**src/fdpm_pkg.sv**
```systemverilog
// Constants and types for the fast threshold detector and peak monitor.
// Assumes one sample clock; samples arrive as 14-bit two's complement words.
package fdpm_pkg;
    // ------------------------------------------------------------
    // Geometry
    // ------------------------------------------------------------
    localparam int NUM_CH   = 4;
    localparam int SAMPLE_W = 14;
    localparam int WORD_W   = 16;
    localparam int MAG_W    = 13;
    localparam int DWELL_W  = 16;
    localparam int PERIOD_W = 24;
    localparam int ADDR_W   = 10;
    localparam int DATA_W   = 8;
    localparam int FIFO_DEPTH = 8;
    localparam logic [MAG_W-1:0] MAG_FULL = 13'h1fff;
    // ------------------------------------------------------------
    // Register offsets
    // ------------------------------------------------------------
    localparam logic [ADDR_W-1:0] OFS_UPPER_LO = 10'h247;
    localparam logic [ADDR_W-1:0] OFS_UPPER_HI = 10'h248;
    localparam logic [ADDR_W-1:0] OFS_LOWER_LO = 10'h249;
    localparam logic [ADDR_W-1:0] OFS_LOWER_HI = 10'h24a;
    localparam logic [ADDR_W-1:0] OFS_DWELL_LO = 10'h24b;
    localparam logic [ADDR_W-1:0] OFS_DWELL_HI = 10'h24c;
    localparam logic [ADDR_W-1:0] OFS_MON_CTRL = 10'h270;
    localparam logic [ADDR_W-1:0] OFS_LINK_A   = 10'h279;
    localparam logic [ADDR_W-1:0] OFS_LINK_B   = 10'h27a;
    // ------------------------------------------------------------
    // Fields
    // ------------------------------------------------------------
    localparam int MON_EN_BIT   = 1;
    localparam int FLAG_RD_LSB  = 4;
    localparam int LINK_B_BIT   = 1;
    localparam logic [1:0] LINK_A_ON = 2'h3;
    localparam logic [DATA_W-1:0] REG_RST = 8'h00;
    // ------------------------------------------------------------
    // Serial monitor frame
    // ------------------------------------------------------------
    localparam int FRAME_LEN = 25;
    localparam int SUB_LEN   = 5;
    localparam int SUB_CNT   = 5;
    localparam int SUB_DATA  = 4;
    localparam int CNT_W     = 5;
    localparam logic START_BIT = 1'b0;
    localparam logic IDLE_BIT  = 1'b1;
    localparam logic [CNT_W-1:0] FRAME_CNT = 5'h19;

    typedef struct packed {
        logic [MAG_W-1:0]   upper;
        logic [MAG_W-1:0]   lower;
        logic [DWELL_W-1:0] dwell;
    } fdpm_cfg_type;
endpackage : fdpm_pkg

```
**src/fdpm_fifo.sv**
```systemverilog
// Synchronous FIFO with valid/ready on both sides.
// Assumes both sides run on sys_clk.
`timescale 1ns/1ns
module fdpm_fifo #(
    parameter int WIDTH = 64,
    parameter int DEPTH = 8
) (
    input  wire logic             sys_clk,
    input  wire logic             reset,
    input  wire logic             in_valid,
    output logic                  in_ready,
    input  wire logic [WIDTH-1:0] in_data,
    output logic                  out_valid,
    input  wire logic             out_ready,
    output logic [WIDTH-1:0]      out_data
);
    localparam int PW = $clog2(DEPTH);
    logic [WIDTH-1:0] mem_q [DEPTH];
    logic [PW-1:0]    wr_q;
    logic [PW-1:0]    rd_q;
    logic [PW:0]      cnt_q;
    logic             push;
    logic             pop;

    assign in_ready  = (cnt_q != (PW+1)'(DEPTH));
    assign out_valid = (cnt_q != '0);
    assign push      = in_valid && in_ready;
    assign pop       = out_valid && out_ready;
    assign out_data  = mem_q[rd_q];

    always_ff @(posedge sys_clk)
    begin
        if (push)
        begin
            mem_q[wr_q] <= in_data;
        end
    end

    always_ff @(posedge sys_clk)
    begin
        if (reset)
        begin
            wr_q  <= '0;
            rd_q  <= '0;
            cnt_q <= '0;
        end
        else
        begin
            if (push)
                wr_q <= (wr_q == PW'(DEPTH-1)) ? '0 : PW'(wr_q + 1'b1);
            if (pop)
                rd_q <= (rd_q == PW'(DEPTH-1)) ? '0 : PW'(rd_q + 1'b1);
            cnt_q <= (PW+1)'(cnt_q + push - pop);
        end
    end
endmodule : fdpm_fifo

```
**src/fdpm_channel.sv**
```systemverilog
// One channel: magnitude, hysteresis flag and peak storage/holding.
// Assumes monitor strobes are aligned with the registered magnitude.
`timescale 1ns/1ns
module fdpm_channel
    import fdpm_pkg::*;
(
    input  wire logic                sys_clk,
    input  wire logic                reset,
    input  wire logic [SAMPLE_W-1:0] sample,
    input  wire fdpm_cfg_type        cfg,
    input  wire logic                mon_strobe,
    input  wire logic                mon_seed,
    input  wire logic                mon_capture,
    output logic                     threshold_flag,
    output logic [MAG_W-1:0]         peak_hold
);
    logic [SAMPLE_W-1:0] abs_s;
    logic [MAG_W-1:0]    mag_q;
    logic [DWELL_W-1:0]  low_cnt_q;
    logic                flag_q;
    logic [MAG_W-1:0]    store_q;
    logic                seed_pend_q;
    logic [MAG_W-1:0]    best;

    // ------------------------------------------------------------
    // Magnitude at converter resolution
    // ------------------------------------------------------------
    assign abs_s = sample[SAMPLE_W-1] ? SAMPLE_W'(-sample) : sample;

    always_ff @(posedge sys_clk)
    begin
        if (reset)
            mag_q <= '0;
        else
            mag_q <= (abs_s > SAMPLE_W'(MAG_FULL)) ? MAG_FULL : abs_s[MAG_W-1:0];
    end

    // ------------------------------------------------------------
    // Hysteresis flag
    // ------------------------------------------------------------
    // restart on high sample
    always_ff @(posedge sys_clk)
    begin
        if (reset || mag_q >= cfg.lower)
            low_cnt_q <= '0;
        else if (low_cnt_q != '1)
            low_cnt_q <= low_cnt_q + 1'b1;
    end

    always_ff @(posedge sys_clk)
    begin
        if (reset)
            flag_q <= 1'b0;
        else if (mag_q > cfg.upper)
            flag_q <= 1'b1;
        else if (mag_q < cfg.lower && low_cnt_q >= cfg.dwell)
            flag_q <= 1'b0;
    end
    assign threshold_flag = flag_q;

    // ------------------------------------------------------------
    // Peak storage and holding
    // ------------------------------------------------------------
    assign best = seed_pend_q ? mag_q : ((mag_q > store_q) ? mag_q : store_q);

    always_ff @(posedge sys_clk)
    begin
        if (reset)
        begin
            store_q     <= '0;
            seed_pend_q <= 1'b1;
        end
        else if (mon_seed || (mon_strobe && mon_capture))
            seed_pend_q <= 1'b1;
        else if (mon_strobe)
        begin
            store_q     <= best;
            seed_pend_q <= 1'b0;
        end
    end

    always_ff @(posedge sys_clk)
    begin
        if (reset)
            peak_hold <= '0;
        else if (mon_strobe && mon_capture)
            peak_hold <= best;
    end
endmodule : fdpm_channel

```
**src/fdpm_top.sv**
```systemverilog
// Fast threshold detection, peak signal monitor and embedded serial monitor.
// Assumes samples and the decimated strobe come from logic on sys_clk.
//
// Behaviour
// - Flag sets at once when magnitude rises above the upper threshold.
// - Flag clears only after magnitude stays below lower threshold past dwell.
// - Upper threshold flag asserts within 30 cycles of the triggering sample.
// - Upper compare uses converter magnitude, full scale two to the thirteenth.
// - Lower threshold is 13 bits, compared at full converter resolution.
// - Dwell time is 1 to 65535 cycles from two dwell registers.
// - Peak detector keeps the largest 13-bit magnitude within the period.
// - Observation period is one global 24-bit value in output samples.
// - Control bit 1 starts peak detection; period loaded by software first.
// - Enabling loads the period into a timer decremented per decimated clock.
// - Each magnitude compares with hidden storage, larger kept; seeded by input.
// - At count 1: copy peak to holding, reload timer, reseed storage.
// - Holding value is readable and also sent in the sample stream.
// - Link embedding needs bits 1:0 of one register and bit 1 of next.
// - Up to three control bits, MSB first; one bit uses the MSB only.
// - 25-bit frame, MSB first, five 5-bit subframes each with a start bit.
// - Each of four channels has its own detector and flag pin.
`timescale 1ns/1ns
module fdpm_top
    import fdpm_pkg::*;
#(
    parameter int CH    = NUM_CH,
    parameter int DEPTH = FIFO_DEPTH
) (
    input  wire logic                         sys_clk,
    input  wire logic                         reset,
    input  wire logic [ADDR_W-1:0]            reg_addr,
    input  wire logic                         reg_wr_en,
    input  wire logic                         reg_rd_en,
    input  wire logic [DATA_W-1:0]            reg_wdata,
    output logic [DATA_W-1:0]                 reg_rdata,
    input  wire logic [CH-1:0][SAMPLE_W-1:0]  adc_sample,
    input  wire logic                         dec_strobe,
    output logic                              in_ready,
    input  wire logic [PERIOD_W-1:0]          monitor_period_value,
    input  wire logic [1:0]                   ctrl_bit_count,
    output logic                              out_valid,
    input  wire logic                         out_ready,
    output logic [CH*WORD_W-1:0]              out_data,
    output logic [CH-1:0][MAG_W-1:0]          monitor_peak_hold,
    output logic                              embedded_monitor_serial,
    output logic                              threshold_flag_pin_a,
    output logic                              threshold_flag_pin_b,
    output logic                              threshold_flag_pin_c,
    output logic                              threshold_flag_pin_d
);
    fdpm_cfg_type            cfg_q;
    logic                    mon_en_q;
    logic [1:0]              link_a_q;
    logic                    link_b_q;
    logic [CH-1:0]           threshold_flag;
    logic                    strobe_q;
    logic                    run_q;
    logic [PERIOD_W-1:0]     timer_q;
    logic                    start;
    logic                    cap;
    logic                    emb_on;
    logic                    push;
    logic [CH-1:0][CNT_W-1:0]     left_q;
    logic [CH-1:0][FRAME_LEN-1:0] shift_q;
    logic [CH-1:0]           mon_bit;
    logic [CH*WORD_W-1:0]    word;

    // ------------------------------------------------------------
    // Register port
    // ------------------------------------------------------------
    // 13-bit thresholds, 16-bit dwell
    always_ff @(posedge sys_clk)
    begin
        if (reset)
        begin
            cfg_q    <= '0;
            mon_en_q <= 1'b0;
            link_a_q <= '0;
            link_b_q <= 1'b0;
        end
        else if (reg_wr_en)
        begin
            case (reg_addr)
                OFS_UPPER_LO: cfg_q.upper[7:0]          <= reg_wdata;
                OFS_UPPER_HI: cfg_q.upper[MAG_W-1:8]    <= reg_wdata[MAG_W-9:0];
                OFS_LOWER_LO: cfg_q.lower[7:0]          <= reg_wdata;
                OFS_LOWER_HI: cfg_q.lower[MAG_W-1:8]    <= reg_wdata[MAG_W-9:0];
                OFS_DWELL_LO: cfg_q.dwell[7:0]          <= reg_wdata;
                OFS_DWELL_HI: cfg_q.dwell[DWELL_W-1:8]  <= reg_wdata;
                OFS_MON_CTRL: mon_en_q <= reg_wdata[MON_EN_BIT];
                OFS_LINK_A:   link_a_q <= reg_wdata[1:0];
                OFS_LINK_B:   link_b_q <= reg_wdata[LINK_B_BIT];
                default:      mon_en_q <= mon_en_q;
            endcase
        end
    end

    always_ff @(posedge sys_clk)
    begin
        if (reset)
            reg_rdata <= REG_RST;
        else if (reg_rd_en)
        begin
            case (reg_addr)
                OFS_UPPER_LO: reg_rdata <= cfg_q.upper[7:0];
                OFS_UPPER_HI: reg_rdata <= DATA_W'(cfg_q.upper[MAG_W-1:8]);
                OFS_LOWER_LO: reg_rdata <= cfg_q.lower[7:0];
                OFS_LOWER_HI: reg_rdata <= DATA_W'(cfg_q.lower[MAG_W-1:8]);
                OFS_DWELL_LO: reg_rdata <= cfg_q.dwell[7:0];
                OFS_DWELL_HI: reg_rdata <= cfg_q.dwell[DWELL_W-1:8];
                OFS_MON_CTRL:
                begin
                    reg_rdata <= REG_RST;
                    reg_rdata[MON_EN_BIT] <= mon_en_q;
                    reg_rdata[FLAG_RD_LSB +: NUM_CH] <= threshold_flag[NUM_CH-1:0];
                end
                OFS_LINK_A:   reg_rdata <= DATA_W'(link_a_q);
                OFS_LINK_B:   reg_rdata <= DATA_W'(link_b_q) << LINK_B_BIT;
                default:      reg_rdata <= REG_RST;
            endcase
        end
    end

    // ------------------------------------------------------------
    // Monitor period timer
    // ------------------------------------------------------------
    assign start = mon_en_q && !run_q;
    assign cap   = run_q && strobe_q && (timer_q <= PERIOD_W'(1));

    // Aligns the decimated strobe with the registered magnitude
    always_ff @(posedge sys_clk)
    begin
        if (reset)
            strobe_q <= 1'b0;
        else
            strobe_q <= dec_strobe;
    end

    always_ff @(posedge sys_clk)
    begin
        if (reset)
        begin
            run_q   <= 1'b0;
            timer_q <= '0;
        end
        else if (!mon_en_q)
            run_q <= 1'b0;
        else if (start)
        begin
            run_q   <= 1'b1;
            timer_q <= monitor_period_value;
        end
        else if (cap)
            timer_q <= monitor_period_value;
        else if (strobe_q)
            timer_q <= timer_q - 1'b1;
    end

    // ------------------------------------------------------------
    // Channels
    // ------------------------------------------------------------
    // one detector per channel
    generate
        for (genvar c = 0; c < CH; c++)
        begin : g_ch
            fdpm_channel u_ch (
                .sys_clk        (sys_clk),
                .reset          (reset),
                .sample         (adc_sample[c]),
                .cfg            (cfg_q),
                .mon_strobe     (strobe_q && run_q),
                .mon_seed       (start),
                .mon_capture    (cap),
                .threshold_flag (threshold_flag[c]),
                .peak_hold      (monitor_peak_hold[c])
            );
        end
    endgenerate

    assign threshold_flag_pin_a = threshold_flag[0];
    assign threshold_flag_pin_b = threshold_flag[1];
    assign threshold_flag_pin_c = threshold_flag[2];
    assign threshold_flag_pin_d = threshold_flag[3];

    // ------------------------------------------------------------
    // Serial monitor frame
    // ------------------------------------------------------------
    // start bit then four payload bits per subframe
    function automatic logic [FRAME_LEN-1:0] make_frame(input logic [MAG_W-1:0] peak);
        logic [SUB_CNT*SUB_DATA-1:0] pay;
        logic [FRAME_LEN-1:0]        f;
        pay = (SUB_CNT*SUB_DATA)'(peak);
        f   = '0;
        for (int k = 0; k < SUB_CNT; k++)
        begin
            f[FRAME_LEN-1-k*SUB_LEN] = START_BIT;
            f[FRAME_LEN-2-k*SUB_LEN -: SUB_DATA] = pay[SUB_CNT*SUB_DATA-1-k*SUB_DATA -: SUB_DATA];
        end
        return f;
    endfunction : make_frame

    assign emb_on = (link_a_q == LINK_A_ON) && link_b_q && (ctrl_bit_count != 2'h0);
    assign push   = dec_strobe && in_ready;

    generate
        for (genvar c = 0; c < CH; c++)
        begin : g_ser
            logic [WORD_W-1:0] w;
            logic              cap_seen_q;

            // Frame loads one cycle after capture, when holding is updated
            always_ff @(posedge sys_clk)
            begin
                if (reset)
                    cap_seen_q <= 1'b0;
                else
                    cap_seen_q <= cap;
            end

            always_ff @(posedge sys_clk)
            begin
                if (reset)
                begin
                    left_q[c]  <= '0;
                    shift_q[c] <= '0;
                end
                else if (cap_seen_q)
                begin
                    left_q[c]  <= FRAME_CNT;
                    shift_q[c] <= make_frame(monitor_peak_hold[c]);
                end
                else if (push && left_q[c] != '0)
                begin
                    left_q[c]  <= left_q[c] - 1'b1;
                    shift_q[c] <= shift_q[c] << 1;
                end
            end

            assign mon_bit[c] = (left_q[c] != '0) ? shift_q[c][FRAME_LEN-1] : IDLE_BIT;

            // control bits fill from the MSB down
            always_comb
            begin
                w = {adc_sample[c], 2'h0};
                if (emb_on)
                begin
                    case (ctrl_bit_count)
                        2'h1:    w[0]   = mon_bit[c];
                        2'h2:    w[1:0] = {mon_bit[c], 1'b0};
                        2'h3:    w[2:0] = {mon_bit[c], 2'h0};
                        default: w      = {adc_sample[c], 2'h0};
                    endcase
                end
            end
            assign word[c*WORD_W +: WORD_W] = w;
        end
    endgenerate

    assign embedded_monitor_serial = mon_bit[0];

    // ------------------------------------------------------------
    // Output buffer
    // ------------------------------------------------------------
    fdpm_fifo #(
        .WIDTH (CH*WORD_W),
        .DEPTH (DEPTH)
    ) u_fifo (
        .sys_clk   (sys_clk),
        .reset     (reset),
        .in_valid  (dec_strobe),
        .in_ready  (in_ready),
        .in_data   (word),
        .out_valid (out_valid),
        .out_ready (out_ready),
        .out_data  (out_data)
    );

    function automatic logic cap_any();
        return g_ser[0].cap_seen_q;
    endfunction : cap_any
endmodule : fdpm_top

```
**config.mk**
```make
export PLATFORM = sky130hd
export DESIGN_NAME = fdpm_top
export DESIGN_NICKNAME = d
export VERILOG_FILES = /design/src/fdpm_pkg.sv /design/src/fdpm_fifo.sv /design/src/fdpm_channel.sv /design/src/fdpm_top.sv
export SDC_FILE = /design/constraint.sdc
export NUM_CORES = 2
export LEC_CHECK = 0
export ABC_CLOCK_PERIOD_IN_PS = 21500
export BUFFER_PORTS_ARGS = -buffer_cell sky130_fd_sc_hd__buf_2
export CORE_MARGIN = 2
export CORE_UTILIZATION = 50
export DETAILED_ROUTE_END_ITERATION = 16
export PLACE_DENSITY = 0.63
export SYNTH_ARGS = -nofsm -noshare
export SYNTH_HDL_FRONTEND = slang
export SYNTH_SLANG_ARGS = --single-unit
```
**constraint.sdc**
```tcl
create_clock -name sys_clk -period 21.5 [get_ports sys_clk]
set_input_delay 4.3 -clock sys_clk [delete_from_list [all_inputs] [get_ports sys_clk]]
set_output_delay 4.3 -clock sys_clk [all_outputs]
set_load 0.01 [all_outputs]
```
==> results.rst <==
.. list-table::
   :header-rows: 1

   * - Metric
     - Value
   * - Outcome
     - completed
   * - TritonCTS Buffers
     - 98
   * - Post-synth design cell area
     - 0.0435 mm^2
   * - Max-slew violation total from the final report
     - 0
   * - Post-Synth Simple-Gate Area
     - 0.113
   * - CORE AREA
     - 0.0865 mm^2
   * - Drt pass-1 iters
     - 5
   * - Die W
     - 299 um
   * - H-tree levels
     - 3
   * - Share of synthesized area spent on multiplexers
     - 0.109
   * - Ys async rst share
     - 0
   * - Cells resized by post-CTS repair
     - 0
   * - Origin of the worst min-delay path
     - shift_q[97]$_SDFFE_PP0P_
   * - Compound-Gate Fraction of Synth Area
     - 0.102
   * - Initial antenna violation count
     - 10
   * - Final setup TNS
     - 0 ns
   * - Setup Viol. Count Final
     - 0
   * - Tightest Hold Check Type
     - reg -> reg
   * - Routed wire length
     - 112 mm
   * - Worst path required time
     - 17.20 ns
   * - Count leader, synth
     - sky130_fd_sc_hd__edfxtp_1
   * - CTS clock-pin slew for the worst setup and hold paths
     - 0.06 ns
   * - Total number of placement rows
     - 108
   * - Top cells by count, synth
     - 512 x sky130_fd_sc_hd__edfxtp_1, 439 x sky130_fd_sc_hd__dfxtp_1, 378 x sky130_fd_sc_hd__nand2_1, 356 x sky130_fd_sc_hd__a21oi_1, 248 x sky130_fd_sc_hd__ha_1
   * - Top FF cell, synth
     - sky130_fd_sc_hd__edfxtp_1
   * - Synthesized netlist net count
     - 4053
   * - Final worst path period need
     - 7.87 ns
   * - Number of register bits inferred by synthesis
     - 951
   * - Hold buffer count at CTS
     - 0
   * - Worst Max-Slew Pin Slew
     - 1.22 ns
   * - CP Max Fanout
     - 48
   * - Post-synth EDFFs
     - 512
   * - Number of standard cells in the final layout excluding fillers
     - 5133
   * - Net count, final
     - 4245
   * - Crit path kind
     - reg -> out
   * - Post-synth top area share
     - 0.353
   * - Worst hold endpoint
     - shift_q[98]$_SDFFE_PP0P_
   * - Fraction of the cycle the final worst path needs
     - 0.366
   * - RSZ-0062 raised after global routing
     - no
   * - Worst rel slew slack
     - 0.187
   * - Height of the die
     - 299 um
   * - Fmax achieved
     - 127 MHz
   * - Number of vias per cell after detailed routing
     - 5.81
   * - Post CTS Setup Buffer Count
     - 0
   * - Later-pin clock latency in the skew report
     - 0.68 ns
   * - Number of vias in the routed layout
     - 29.8k
   * - Initial standard-cell utilization of the core
     - 0.503
   * - Final setup skew
     - 0.0442 ns
   * - Number of instances on the worst hold path
     - 2
   * - Worst hold slack after final layout
     - 0.441 ns
   * - Largest net degree at the start of global routing
     - 107
   * - Gpl congestion
     - 0.883
   * - Layout cells sized above 1
     - 0.168
   * - Aggregate global-route resource usage
     - 0.248
   * - Antenna Nets Post-Route
     - 0
   * - Number of buffers added on ports
     - 236
   * - Total half-perimeter wirelength after legalization and detailed placement
     - 74.2 mm
   * - Library cell used as clock root buffer
     - sky130_fd_sc_hd__clkbuf_16
   * - Iteration-0 DRC Markers
     - 2102
   * - Number of placed I/O pins
     - 237
   * - Cell leakage power
     - 18.0 nW
   * - Peak ir drop on the vdd network
     - 0.0663 mV
   * - Data arrival time of the critical path
     - 3.57 ns
   * - Cell count after synthesis
     - 3698
   * - Mean area per synthesized cell
     - 11.8 um^2
   * - CTS tree
     - built
   * - Layout-stage area growth over the synthesis result
     - 12.7%
   * - Number of cell instances on the worst register-to-register path
     - 10
   * - Clock sink total
     - 951
   * - Startpoint type of the worst setup path
     - register
   * - Post-synth top area cell
     - sky130_fd_sc_hd__edfxtp_1
   * - Synth top area cells
     - sky130_fd_sc_hd__edfxtp_1 35%, sky130_fd_sc_hd__dfxtp_1 20%, sky130_fd_sc_hd__ha_1 7.1%, sky130_fd_sc_hd__mux4_2 6.6%, sky130_fd_sc_hd__a21oi_1 4.1%
   * - Number of global-route vias before repair
     - 28.5k
   * - Share of synthesized cell area in full adder, half adder and majority cells
     - 0.0717
   * - Clock Tree Buf Depth
     - 3
   * - Number of library cell types mapped by synthesis
     - 74
   * - Residual DRC count
     - 0
   * - Global route overflow
     - 0
   * - Synthesis Warnings
     - 0
   * - Pwr per Cell Area
     - 92.2 mW/mm^2
   * - Worst r2r dst
     - u_fifo.mem_q[5][24]$_DFFE_PP_
   * - Xor and xnor area share after synthesis
     - 0.0197
   * - Fraction of the yosys area taken by sequential cells
     - 0.555
   * - Reg2Reg Setup Slack
     - 17.96 ns
   * - Critical R2R Launch
     - u_fifo.cnt_q[2]$_SDFF_PP0_
   * - Final count of hold timing violations
     - 0
   * - Global-route wire length before repair
     - 171 mm
   * - # placed instances
     - 4945
   * - Number of maximum-capacitance constraint violations
     - 0
   * - Largest family of logic cells by synthesized area
     - simple AND/OR/NAND/NOR gates
   * - Crit end category
     - output pin
   * - Overall die area
     - 0.0895 mm^2
   * - Drt wl/cell
     - 21.8 um
## cell families after synthesis
kind of cell,Yosys count
AND/OR/NAND/NOR,1030
flip-flops,951
AO/OA/AOI/OAI,723
buffers and inverters,342
multiplexers,305
adder cells (fa/ha/maj),249
XOR/XNOR,98
## state kept, by name, summed over array words and instances (netlist names), named ones only
name / cells
u_fifo.rd_q: 3
u_fifo.cnt_q: 4
left_q: 20
shift_q: 100
timer_q: 24
mon_en_q: 1
reg_rdata: 8
u_fifo.mem_q: 512
g_ch.u_ch.low_cnt_q: 64
run_q: 1
g_ch.u_ch.seed_pend_q: 1
g_ch.u_ch.threshold_flag: 4
g_ch.u_ch.mag_q: 52
link_b_q: 1
link_a_q: 2
cfg_q: 42
u_fifo.wr_q: 3
g_ch.u_ch.store_q: 52
g_ch.u_ch.peak_hold: 52
strobe_q: 1
g_ser.cap_seen_q: 1
## worst max-delay path by stage
stage | startpoint | end | slack (ns) | cells after the start
3_5_place_dp | register | out_data[10] | 14.18 | 4
2_1_floorplan | dec_strobe | u_fifo.mem_q[0][0]$_DFFE_PP_ | 10.31 | 2
6_report | register | out_data[10] | 13.63 | 4
4_1_cts | register | out_data[10] | 13.46 | 4
5_1_grt | register | out_data[10] | 13.33 | 4
3_3_place_gp | register | out_data[10] | 14.23 | 4
## worst max-delay path, cell delays in order, from the launching register on
cell	delay, ns
sky130_fd_sc_hd__dfxtp_4	0.90
sky130_fd_sc_hd__buf_4	0.85
sky130_fd_sc_hd__mux4_2	0.61
sky130_fd_sc_hd__mux2_2	0.31
sky130_fd_sc_hd__buf_2	0.15
## stage by stage
stage	setup slack, ns	util	power [W]	area, um^2
floorplan	10.31	-	0.00263	43500
global placement	14.23	0.531	0.00289	45900
detailed placement	14.18	0.531	0.00290	45900
CTS	13.46	0.567	0.00457	49100
global route	13.33	0.567	0.00471	49100
finish	13.63	0.568	0.00453	49100
## final cells by class
type                    instances  area, um^2
inverters                     156         586
multi-input cells            2405       18200
repair buffers                278        1510
diodes                          8        20.0
clock buffers                 134        2710
well taps                    1155        1450
fillers                      7216       37400
clock inverters                46         454
flip-flops and latches        951       24200
## routing by layer
| layer | routed length, um | global-route usage | vias to the layer above |
|---|---|---|---|
| met1 | 48100 | 0.329 | 14560 |
| met3 | 5900 | 0.0357 | 254 |
| met2 | 53200 | 0.403 | 757 |
| li1 | - | - | 14236 |
| met5 | 40 | 0 | - |
| met4 | 4840 | 0.115 | 6 |
## placed cells by master, fill, tap and decap left out, types with 42 or more instances in the layout
| cell type | instances |
|---|---|
| sky130_fd_sc_hd__ha_1 | 248 |
| sky130_fd_sc_hd__edfxtp_1 | 512 |
| sky130_fd_sc_hd__buf_4 | 42 |
| sky130_fd_sc_hd__mux4_2 | 128 |
| sky130_fd_sc_hd__clkbuf_16 | 98 |
| sky130_fd_sc_hd__nor3_1 | 86 |
| sky130_fd_sc_hd__mux2_2 | 64 |
| sky130_fd_sc_hd__nor2_1 | 212 |
| sky130_fd_sc_hd__buf_2 | 235 |
| sky130_fd_sc_hd__inv_1 | 153 |
| sky130_fd_sc_hd__nand2_1 | 377 |
| sky130_fd_sc_hd__nand4_1 | 76 |
| sky130_fd_sc_hd__a21o_1 | 60 |
| sky130_fd_sc_hd__mux2i_1 | 113 |
| sky130_fd_sc_hd__dfxtp_1 | 435 |
| sky130_fd_sc_hd__nand3_1 | 80 |
| sky130_fd_sc_hd__xor2_1 | 59 |
| sky130_fd_sc_hd__o21ai_0 | 96 |
| sky130_fd_sc_hd__a21oi_1 | 352 |
## where the power goes
group	internal, W	switching [W]
combinational	0.000327	0.000453
sequential	0.00200	0.0000768
clock	0.000958	0.000713
(Power assumes the default switching activity.)
